`config.mk`:
```
export PLATFORM = sky130hd
export DESIGN_NAME = fifo_clear_sync
export DESIGN_NICKNAME = d
export VERILOG_FILES = /design/src/rtl/fifo_clear_pkg.sv /design/src/rtl/fifo_clear_sync.sv /design/src/rtl/sync_chain.sv
export SDC_FILE = /design/constraint.sdc
export NUM_CORES = 1
export LEC_CHECK = 0
export BUFFER_PORTS_ARGS = -buffer_cell sky130_fd_sc_hd__buf_2
export CAP_MARGIN = 30
export CORE_ASPECT_RATIO = 1.5
export CORE_MARGIN = 8
export CORE_UTILIZATION = 50
export DETAILED_ROUTE_END_ITERATION = 8
export PLACE_DENSITY = 0.81
export SLEW_MARGIN = 20
export SYNTH_ARGS = -nofsm -noshare
export SYNTH_HDL_FRONTEND = slang
export SYNTH_HIERARCHICAL = 1
export SYNTH_SLANG_ARGS = --single-unit
```
`constraint.sdc`:
```
create_clock -name clk_sys -period 3.15 [get_ports clk_sys]
set_input_delay 0.63 -clock clk_sys [delete_from_list [all_inputs] [get_ports clk_sys]]
set_output_delay 0.63 -clock clk_sys [all_outputs]
set_load 0.02 [all_outputs]
```
`src/rtl/fifo_clear_pkg.sv`:
```
// constants, types and helpers shared by the clearable fifo and its pointer synchroniser
// Operation
// - lowest-latency group: one sync stage, no protection
// - minimal unsynchronised group: two sync stages
// - best-protection group: three or more stages
// - newer families: stages equal parameter minus two
// - reduced default three gives one stage
// - offer synchronous and asynchronous clear inputs
// - async clear, applied directly to the flops with no synchroniser
// - either clear deasserts full and almost full
// - either clear asserts empty and almost empty
// - either clear zeroes the fill level count
// - either clear zeroes read and write pointers
// - synchronous clear acts only at rising edge
// - async clear hits pointers and flags immediately
// - normal aclr: read data keeps its value
// - lookahead select picks normal or lookahead mode
package fifo_clear_pkg;

    typedef enum logic [1:0] {
        GROUP_CUSTOM,
        GROUP_LOWEST,
        GROUP_MINIMAL,
        GROUP_BEST
    } syncGroup_type;

    localparam int LOWEST_STAGES = 1;
    localparam int MINIMAL_STAGES = 2;
    localparam int BEST_STAGES = 3;
    localparam int DEPTH_REDUCTION = 2;
    localparam int PIPE_PARAM_DEFAULT = 3;
    localparam int MIN_STAGES = 1;

    // apb register map, byte addresses
    localparam logic [7:0] CTRL_OFFSET = 8'h00;
    localparam logic [7:0] STATUS_OFFSET = 8'h04;
    localparam logic [7:0] XSYNC_OFFSET = 8'h08;
    localparam logic [7:0] CFG_OFFSET = 8'h0C;

    localparam int CTRL_CLEAR_BIT = 0;
    localparam int STAT_FULL_BIT = 0;
    localparam int STAT_AFULL_BIT = 1;
    localparam int STAT_EMPTY_BIT = 2;
    localparam int STAT_AEMPTY_BIT = 3;
    localparam int STAT_USED_LSB = 8;
    localparam int XSYNC_WR_LSB = 0;
    localparam int XSYNC_RD_LSB = 16;
    localparam int CFG_WR_LSB = 0;
    localparam int CFG_RD_LSB = 8;
    localparam logic [31:0] REG_ZERO = 32'h0000_0000;

    // stage count chosen by group setting, or derived from a pipeline parameter
    function automatic int syncStages(syncGroup_type grp, int pipeParam, bit newerFamily);
        int stages;
        stages = pipeParam;
        unique case (grp)
            GROUP_LOWEST: stages = LOWEST_STAGES;
            GROUP_MINIMAL: stages = MINIMAL_STAGES;
            GROUP_BEST: stages = (pipeParam - (newerFamily ? DEPTH_REDUCTION : 0) > BEST_STAGES)
                ? pipeParam - (newerFamily ? DEPTH_REDUCTION : 0) : BEST_STAGES;
            GROUP_CUSTOM: stages = newerFamily ? pipeParam - DEPTH_REDUCTION : pipeParam;
        endcase
        if (stages < MIN_STAGES) begin
            stages = MIN_STAGES;
        end
        return stages;
    endfunction

endpackage

```
`src/rtl/fifo_clear_sync.sv`:
```
// single-clock fifo with synchronous and asynchronous clears and pointer synchronisers
//
// Design decisions made here: the register offsets and the APB register port.
`timescale 1ns/10ps
module fifo_clear_sync
    import fifo_clear_pkg::*;
#(
    parameter int DATA_W = 8,
    parameter int ADDR_W = 4,
    parameter int AFULL_LEVEL = 12,
    parameter int AEMPTY_LEVEL = 4,
    parameter bit lookahead_output_select = 1'b0,
    parameter bit registeredOutput = 1'b0,
    parameter bit newerFamily = 1'b1,
    parameter syncGroup_type syncGroup = GROUP_CUSTOM,
    parameter int write_side_sync_depth_param = PIPE_PARAM_DEFAULT,
    parameter int read_side_sync_depth_param = PIPE_PARAM_DEFAULT
) (
    input wire logic clk_sys,
    input wire logic arst_n,
    input wire logic aclr,
    input wire logic sclr,
    input wire logic wrReq,
    input wire logic [DATA_W-1:0] wrData,
    input wire logic rdReq,
    output logic [DATA_W-1:0] rdData,
    output logic full,
    output logic almostFull,
    output logic empty,
    output logic almostEmpty,
    output logic [ADDR_W:0] usedWords,
    input wire logic psel,
    input wire logic penable,
    input wire logic pwrite,
    input wire logic [7:0] paddr,
    input wire logic [31:0] pwdata,
    output logic [31:0] prdata,
    output logic pready,
    output logic pslverr
);
    localparam int DEPTH = 1 << ADDR_W;
    localparam logic [ADDR_W:0] DEPTH_COUNT = (ADDR_W + 1)'(DEPTH);
    localparam logic [ADDR_W:0] AFULL_COUNT = (ADDR_W + 1)'(AFULL_LEVEL);
    localparam logic [ADDR_W:0] AEMPTY_COUNT = (ADDR_W + 1)'(AEMPTY_LEVEL);
    localparam int WR_STAGES = syncStages(syncGroup, write_side_sync_depth_param, newerFamily);
    localparam int RD_STAGES = syncStages(syncGroup, read_side_sync_depth_param, newerFamily);

    // pointer and flag state, cleared at once by aclr or arst_n
    logic clrN;
    logic clearNow;
    logic doWrite;
    logic doRead;
    logic [ADDR_W-1:0] wrPtr_q, wrPtr_d, rdPtr_q, rdPtr_d;
    logic [ADDR_W:0] used_q, used_d;
    logic full_q, full_d, afull_q, afull_d, empty_q, empty_d, aempty_q, aempty_d;

    // read-data state, aclr does not reset it; only arst_n resets it asynchronously
    logic [DATA_W-1:0] mem [DEPTH];
    logic [ADDR_W-1:0] lastAddr_q, lastAddr_d, showAddr_q, showAddr_d;
    logic [DATA_W-1:0] qReg_q, qReg_d;

    // register bus state
    logic softClear_q, softClear_d;
    logic [31:0] prdata_q, prdata_d;
    logic pready_q, pready_d, pslverr_q, pslverr_d;
    logic [ADDR_W-1:0] wrPtrSynced, rdPtrSynced;

    // combined clear keeps a single async control on the pointer flops
    assign clrN = arst_n & ~aclr;

    always_comb begin
        clearNow = sclr | softClear_q;
        doWrite = wrReq & ~full_q & ~clearNow;
        doRead = rdReq & ~empty_q & ~clearNow;
        if (clearNow) begin
            wrPtr_d = '0;
            rdPtr_d = '0;
            used_d = '0;
        end else begin
            wrPtr_d = wrPtr_q + ADDR_W'(doWrite);
            rdPtr_d = rdPtr_q + ADDR_W'(doRead);
            used_d = used_q + (ADDR_W + 1)'(doWrite) - (ADDR_W + 1)'(doRead);
        end
        full_d = ~clearNow & (used_d == DEPTH_COUNT);
        afull_d = ~clearNow & (used_d >= AFULL_COUNT);
        empty_d = clearNow | (used_d == '0);
        aempty_d = clearNow | (used_d < AEMPTY_COUNT);
    end

    always_ff @(posedge clk_sys or negedge clrN) begin
        if (!clrN) begin
            wrPtr_q <= '0;
            rdPtr_q <= '0;
            used_q <= '0;
            full_q <= 1'b0;
            afull_q <= 1'b0;
            empty_q <= 1'b1;
            aempty_q <= 1'b1;
        end else begin
            wrPtr_q <= wrPtr_d;
            rdPtr_q <= rdPtr_d;
            used_q <= used_d;
            full_q <= full_d;
            afull_q <= afull_d;
            empty_q <= empty_d;
            aempty_q <= aempty_d;
        end
    end

    always_ff @(posedge clk_sys) begin
        if (doWrite) begin
            mem[wrPtr_q] <= wrData;
        end
    end

    // read-data path; aclr does not reset it, so normal-mode data holds through the clear while the lookahead address follows the zeroed pointer
    always_comb begin
        lastAddr_d = lastAddr_q;
        if (clearNow) begin
            lastAddr_d = '0;
        end else if (doRead) begin
            lastAddr_d = rdPtr_q;
        end
        // lookahead address lags a sync clear by one edge, follows aclr at the first edge
        showAddr_d = clearNow ? showAddr_q : rdPtr_d;
        qReg_d = qReg_q;
        if (!aclr && !clearNow) begin
            if (lookahead_output_select) begin
                qReg_d = mem[rdPtr_d];
            end else if (doRead) begin
                qReg_d = mem[rdPtr_q];
            end
        end
    end

    always_ff @(posedge clk_sys or negedge arst_n) begin
        if (!arst_n) begin
            lastAddr_q <= '0;
            showAddr_q <= '0;
            qReg_q <= '0;
        end else begin
            lastAddr_q <= lastAddr_d;
            showAddr_q <= showAddr_d;
            qReg_q <= qReg_d;
        end
    end

    // unregistered mode reads the array directly; the first lookahead word after a clear
    // is stale until the user writes
    assign rdData = registeredOutput ? qReg_q
        : mem[lookahead_output_select ? showAddr_q : lastAddr_q];
    assign full = full_q;
    assign almostFull = afull_q;
    assign empty = empty_q;
    assign almostEmpty = aempty_q;
    assign usedWords = used_q;

    // pointer crossings; depth set by group setting or pipeline parameters
    sync_chain #(.STAGES(WR_STAGES), .WIDTH(ADDR_W)) wrPtrCross (
        .clk_sys(clk_sys),
        .arst_n(arst_n),
        .din(wrPtr_q),
        .dout(wrPtrSynced)
    );
    sync_chain #(.STAGES(RD_STAGES), .WIDTH(ADDR_W)) rdPtrCross (
        .clk_sys(clk_sys),
        .arst_n(arst_n),
        .din(rdPtr_q),
        .dout(rdPtrSynced)
    );

    // apb slave: one wait state, write commits at the edge that sees pready high
    always_comb begin
        logic [31:0] rd;
        rd = REG_ZERO;
        pready_d = psel & penable & ~pready_q;
        pslverr_d = 1'b0;
        softClear_d = 1'b0;
        unique case (paddr)
            CTRL_OFFSET: rd = REG_ZERO;
            STATUS_OFFSET: begin
                rd[STAT_FULL_BIT] = full_q;
                rd[STAT_AFULL_BIT] = afull_q;
                rd[STAT_EMPTY_BIT] = empty_q;
                rd[STAT_AEMPTY_BIT] = aempty_q;
                rd[STAT_USED_LSB +: ADDR_W + 1] = used_q;
            end
            XSYNC_OFFSET: begin
                rd[XSYNC_WR_LSB +: ADDR_W] = wrPtrSynced;
                rd[XSYNC_RD_LSB +: ADDR_W] = rdPtrSynced;
            end
            CFG_OFFSET: begin
                rd[CFG_WR_LSB +: 8] = 8'(WR_STAGES);
                rd[CFG_RD_LSB +: 8] = 8'(RD_STAGES);
            end
            default: pslverr_d = pready_d;
        endcase
        if (!pready_d) begin
            pslverr_d = 1'b0;
        end
        prdata_d = (pready_d && !pwrite) ? rd : REG_ZERO;
        if (psel && penable && pready_q && pwrite && paddr == CTRL_OFFSET) begin
            softClear_d = pwdata[CTRL_CLEAR_BIT];
        end
    end

    always_ff @(posedge clk_sys or negedge arst_n) begin
        if (!arst_n) begin
            prdata_q <= REG_ZERO;
            pready_q <= 1'b0;
            pslverr_q <= 1'b0;
            softClear_q <= 1'b0;
        end else begin
            prdata_q <= prdata_d;
            pready_q <= pready_d;
            pslverr_q <= pslverr_d;
            softClear_q <= softClear_d;
        end
    end

    assign prdata = prdata_q;
    assign pready = pready_q;
    assign pslverr = pslverr_q;

    a_clear_flags_low: assert property (@(posedge clk_sys) disable iff (!clrN)
        sclr |=> !full && !almostFull)
        else $error("full flags not dropped by clear");
    a_clear_empty_high: assert property (@(posedge clk_sys) disable iff (!clrN)
        sclr |=> empty && almostEmpty && usedWords == '0)
        else $error("empty flags or count wrong after clear");
    a_sclr_ptr_zero: assert property (@(posedge clk_sys) disable iff (!clrN)
        sclr |=> wrPtr_q == '0 && rdPtr_q == '0)
        else $error("pointers not zero after sync clear");
    a_count_stable_idle: assert property (@(posedge clk_sys) disable iff (!clrN)
        (!clearNow && !doWrite && !doRead) |=> $stable(usedWords))
        else $error("count moved without a request or clear");
    a_aclr_immediate: assert property (@(posedge clk_sys) disable iff (!arst_n)
        aclr |-> empty && !full && usedWords == '0 && rdPtr_q == '0)
        else $error("async clear not immediate on flags");
    a_aclr_q_hold: assert property (@(posedge clk_sys) disable iff (!arst_n)
        (aclr && !sclr && !softClear_q) |=> $stable(qReg_q) && $stable(lastAddr_q))
        else $error("read data moved under async clear");
    a_sclr_normal_first: assert property (@(posedge clk_sys) disable iff (!arst_n)
        sclr |=> lastAddr_q == '0)
        else $error("normal mode not at first word after clear");
    a_sclr_lookahead: assert property (@(posedge clk_sys) disable iff (!clrN)
        (sclr && !softClear_q) ##1 !sclr |-> $stable(showAddr_q) ##1 showAddr_q == '0)
        else $error("lookahead clear timing wrong");
    a_aclr_lookahead: assert property (@(posedge clk_sys) disable iff (!arst_n)
        aclr |=> showAddr_q == '0)
        else $error("lookahead not at first word after async clear");
    a_clear_priority: assert property (@(posedge clk_sys) disable iff (!clrN)
        (sclr && (wrReq || rdReq)) |=> usedWords == '0)
        else $error("request taken during sync clear");
endmodule // fifo_clear_sync

```
`src/rtl/sync_chain.sv`:
```
// flip-flop chain that carries a pointer word across a clock boundary
`timescale 1ns/10ps
module sync_chain
    import fifo_clear_pkg::*;
#(
    parameter int STAGES = 2,
    parameter int WIDTH = 4
) (
    input wire logic clk_sys,
    input wire logic arst_n,
    input wire logic [WIDTH-1:0] din,
    output logic [WIDTH-1:0] dout
);
    logic [WIDTH-1:0] stage_q [STAGES];
    logic [WIDTH-1:0] stage_d [STAGES];

    // a single stage gives no metastability margin, only valid for related clocks
    generate
        for (genvar i = 0; i < STAGES; i++) begin : g_stage
            always_comb begin
                stage_d[i] = (i == 0) ? din : stage_q[(i == 0) ? 0 : i - 1];
            end
            always_ff @(posedge clk_sys or negedge arst_n) begin
                if (!arst_n) begin
                    stage_q[i] <= '0;
                end else begin
                    stage_q[i] <= stage_d[i];
                end
            end
        end
    endgenerate

    assign dout = stage_q[STAGES-1];
endmodule // sync_chain

```
==> impl_metrics.tcl <==
set metrics [dict create \
    status "finished clean" \
    tns_ns 0 \
    viasPerCell 5.64 \
    holdWs_ns 0.212 \
    synthArstFlopShare_pct 26.0 \
    fin_cells 639 \
    ys.flop_type "edfxtp_1" \
    period_share_pct 97.3 \
    hp-class "in2async" \
    drive_gt1_share_pct 26.4 \
    reg2reg_from "full" \
    fmax_mhz 326 \
    pwr-share-comb_pct 14.1 \
    arrival_ns 2.44 \
    hold_viol 0 \
    pre_cts_slack_ns 0.185 \
    dp_cells 607 \
    io_pins 108 \
    io_buffers 57 \
    numCtsBuffers 17 \
    hold_buffers 0 \
    synth.cell_area_um2 7030 \
    wl_um 14000 \
    antenna_found_initial 0 \
    relSlewSlack_pct 58.7 \
    worst_pin_slew_ns 0.619 \
    reg2reg_to "almostFull" \
    num_rows 53 \
    seqPwrFrac_pct 46.3 \
    cts_sinks 173 \
    switching_share_pct 26.8 \
    path_depth 4 \
    fin_ws_ns 0.0850 \
    antenna_left 0 \
    p_int_mw 4.10 \
    utilization_pct 59.1 \
    ys_seq_elements 173 \
    cts_resized 0 \
    area_delta_synth_final_pct 16.5 \
    syn_avg_cell_area_um2 18.5 \
    power_density_nw_per_um2 684 \
    cp_slowest_cell "mux4_1" \
    cts_tree "done" \
    htreeDepth 4 \
    cap_violations 0 \
    cpPeakStageDelay_ns 0.67 \
    yosysUniqueCellTypes 41 \
    synthCells 379 \
    insertion_delay_ns 0.43 \
    initial_utilization_pct 50.7 \
    dieHeight_um 161 \
    crit_start "lastAddr_q[0]" \
    cts-root-buf "clkbuf_16" \
    synth_edf_count 128 \
    fp.dieW_um 113 \
    vdd_drop_max_v 0.000319 \
    reg2reg_depth 9 \
    end_kind "output pin" \
    vias 3605 \
    power_mw 5.60 \
    pwr-share-clk_pct 39.6 \
    post_cts_buffers 0 \
    place_area_um2 7530 \
    grt_overflow_total 0 \
    rsz0062_at_grt "no" \
    critPathTopFamily "multiplexers" \
    path_clk_slew_ns 0.08 \
    period_minus_slack_ns 3.07 \
    grt_pass1_vias 3822 \
    criticalPathCategory "reg2out" \
    grt_start_max_net_pins 34 \
    drtPass1Iterations 5 \
    n_fill_cell 962 \
    dp_hpwl_um 9340 \
    cts_buffer_depth 2 \
    leakagePower_nw 3.16 \
    coreArea_um2 13900 \
    place_congestion 0.824 \
    fin_nets 526 \
    endpoint "rdData[4]" \
    p_sw_mw 1.50 \
    seq_area_frac_synth_pct 70.7 \
    path_cells "buf_12 -> mux4_1 -> mux4_2 -> buf_2" \
    ys_warn_count 6 \
    grt_usage_pct 16.2 \
    fin_area_um2 8190 \
    start_kind "flop" \
    die_area_um2 18200 \
    rrSetupSlack_ns 0.50 \
    drc 0 \
    drt_iter0_drc 226 \
    clock-skew-final_ns 0.0120 \
    critPathBufInv 2 \
    maxSlewViolCount 0 \
    setup_viol 0 \
    grt_pass1_wl_um 21800 \
    n_antenna_cell 0 \
    routedWlPerCell_um 22.0 \
    required_ns 2.52 \
    worstPathMaxFanout 33 \
]
==> power by group through the flow <==
stage / sequential [mW] / combinational [mW] / clock, mW
after floorplan: 2.68 / 0.520 / 0
after global placement: 2.64 / 0.742 / 0
after detailed placement: 2.64 / 0.781 / 0
after CTS: 2.59 / 0.796 / 2.24
after global routing: 2.60 / 0.868 / 2.34
final: 2.59 / 0.792 / 2.22
==> layer usage <==
layer  up-vias  part of all wire [%]  track usage [%]
met5         -                     0                0
met4         0                   2.2             7.09
met3        24                   6.2             4.26
met2       143                    55             29.6
met1      1825                    36             16.9
li1       1613                     -                -
==> layout by cell type (no fill, tap or decap), drive strengths merged, types with 2 or more instances in the layout <==
master / synthesis / routed
conb: 1 / 19
dfrtp: 43 / 43
nand2: 7 / 7
dfstp: 2 / 2
a22oi: 3 / 3
or3: 2 / 2
inv: 5 / 13
a21o: 2 / 2
clkinv: 0 / 5
mux2i: 4 / 4
a21oi: 3 / 3
mux4: 40 / 40
nor3: 6 / 6
bufinv: 0 / 2
xor2: 4 / 4
o21ai: 4 / 4
nand2b: 3 / 3
nor2b: 4 / 4
clkbuf: 10 / 17
nor2: 35 / 35
and3: 9 / 9
nor4: 2 / 2
nand3: 4 / 4
xnor2: 7 / 7
and2: 7 / 7
ha: 7 / 7
edfxtp: 128 / 128
nand4: 2 / 2
buf: 25 / 80
==> flip-flops by register name (all words and copies together) (netlist names) <==
| name | flops |
|---|---|
| rdPtr_q | 4 |
| pready | 1 |
| wrPtr_q | 4 |
| pslverr | 1 |
| rdPtrCross/dout | 4 |
| lastAddr_q | 4 |
| prdata | 13 |
| full | 1 |
| wrPtrCross/dout | 4 |
| almostFull | 1 |
| almostEmpty | 1 |
| usedWords | 5 |
| mem | 128 |
| empty | 1 |
| softClear_q | 1 |
==> kinds of logic after synthesis <==
| family | synth area share, % |
|---|---|
| AO/OA/AOI/OAI | 1.53 |
| adder cells (fa/ha/maj) | 1.53 |
| buffers and inverters | 3.69 |
| flip-flops | 70.7 |
| multiplexers | 15.0 |
| XOR/XNOR | 1.37 |
| AND/OR/NAND/NOR | 6.09 |
| other | 0.0534 |
==> how the worst min path moves through the flow <==
stage,end,slack [ns]
after CTS,lastAddr_q[0],0.22
final,lastAddr_q[3],0.21
after floorplan,lastAddr_q[0],0.33
after global placement,rdPtrCross/dout[3],0.40
after detailed placement,rdPtrCross/dout[3],0.43
after global routing,rdPtrCross/dout[3],0.24
==> synth_stat cells (all sizes together) (2+ instances only) <==
cell type / number / area (um2)
nand2: 7 / 26.3
mux2i: 4 / 40.0
xor2: 4 / 35.0
nand3: 4 / 20.0
nand4: 2 / 12.5
a21oi: 3 / 15.0
nand2b: 3 / 18.8
nor3: 6 / 30.0
xnor2: 7 / 61.3
and3: 9 / 56.3
dfrtp: 43 / 1080
a21o: 2 / 15.0
clkbuf: 10 / 37.5
nor2b: 4 / 25.0
dfstp: 2 / 52.6
nor4: 2 / 12.5
nor2: 35 / 131
and2: 7 / 43.8
inv: 5 / 18.8
mux4: 40 / 1010
a22oi: 3 / 22.5
edfxtp: 128 / 3840
or3: 2 / 12.5
buf: 25 / 203
o21ai: 4 / 20.0
ha: 7 / 87.6
==> area by class of cell <==
| type | count | area (um2) | area share, % |
|---|---|---|---|
| tap | 165 | 206 | 2.52 |
| clock inverter | 15 | 231 | 2.83 |
| inverter | 5 | 18.8 | 0.229 |
| timing repair buffer | 80 | 470 | 5.74 |
| sequential | 173 | 4970 | 60.7 |
| clock buffer | 17 | 425 | 5.19 |
| multi-input combinational | 184 | 1860 | 22.8 |
Note: power is estimated with default switching activity, not from simulation.
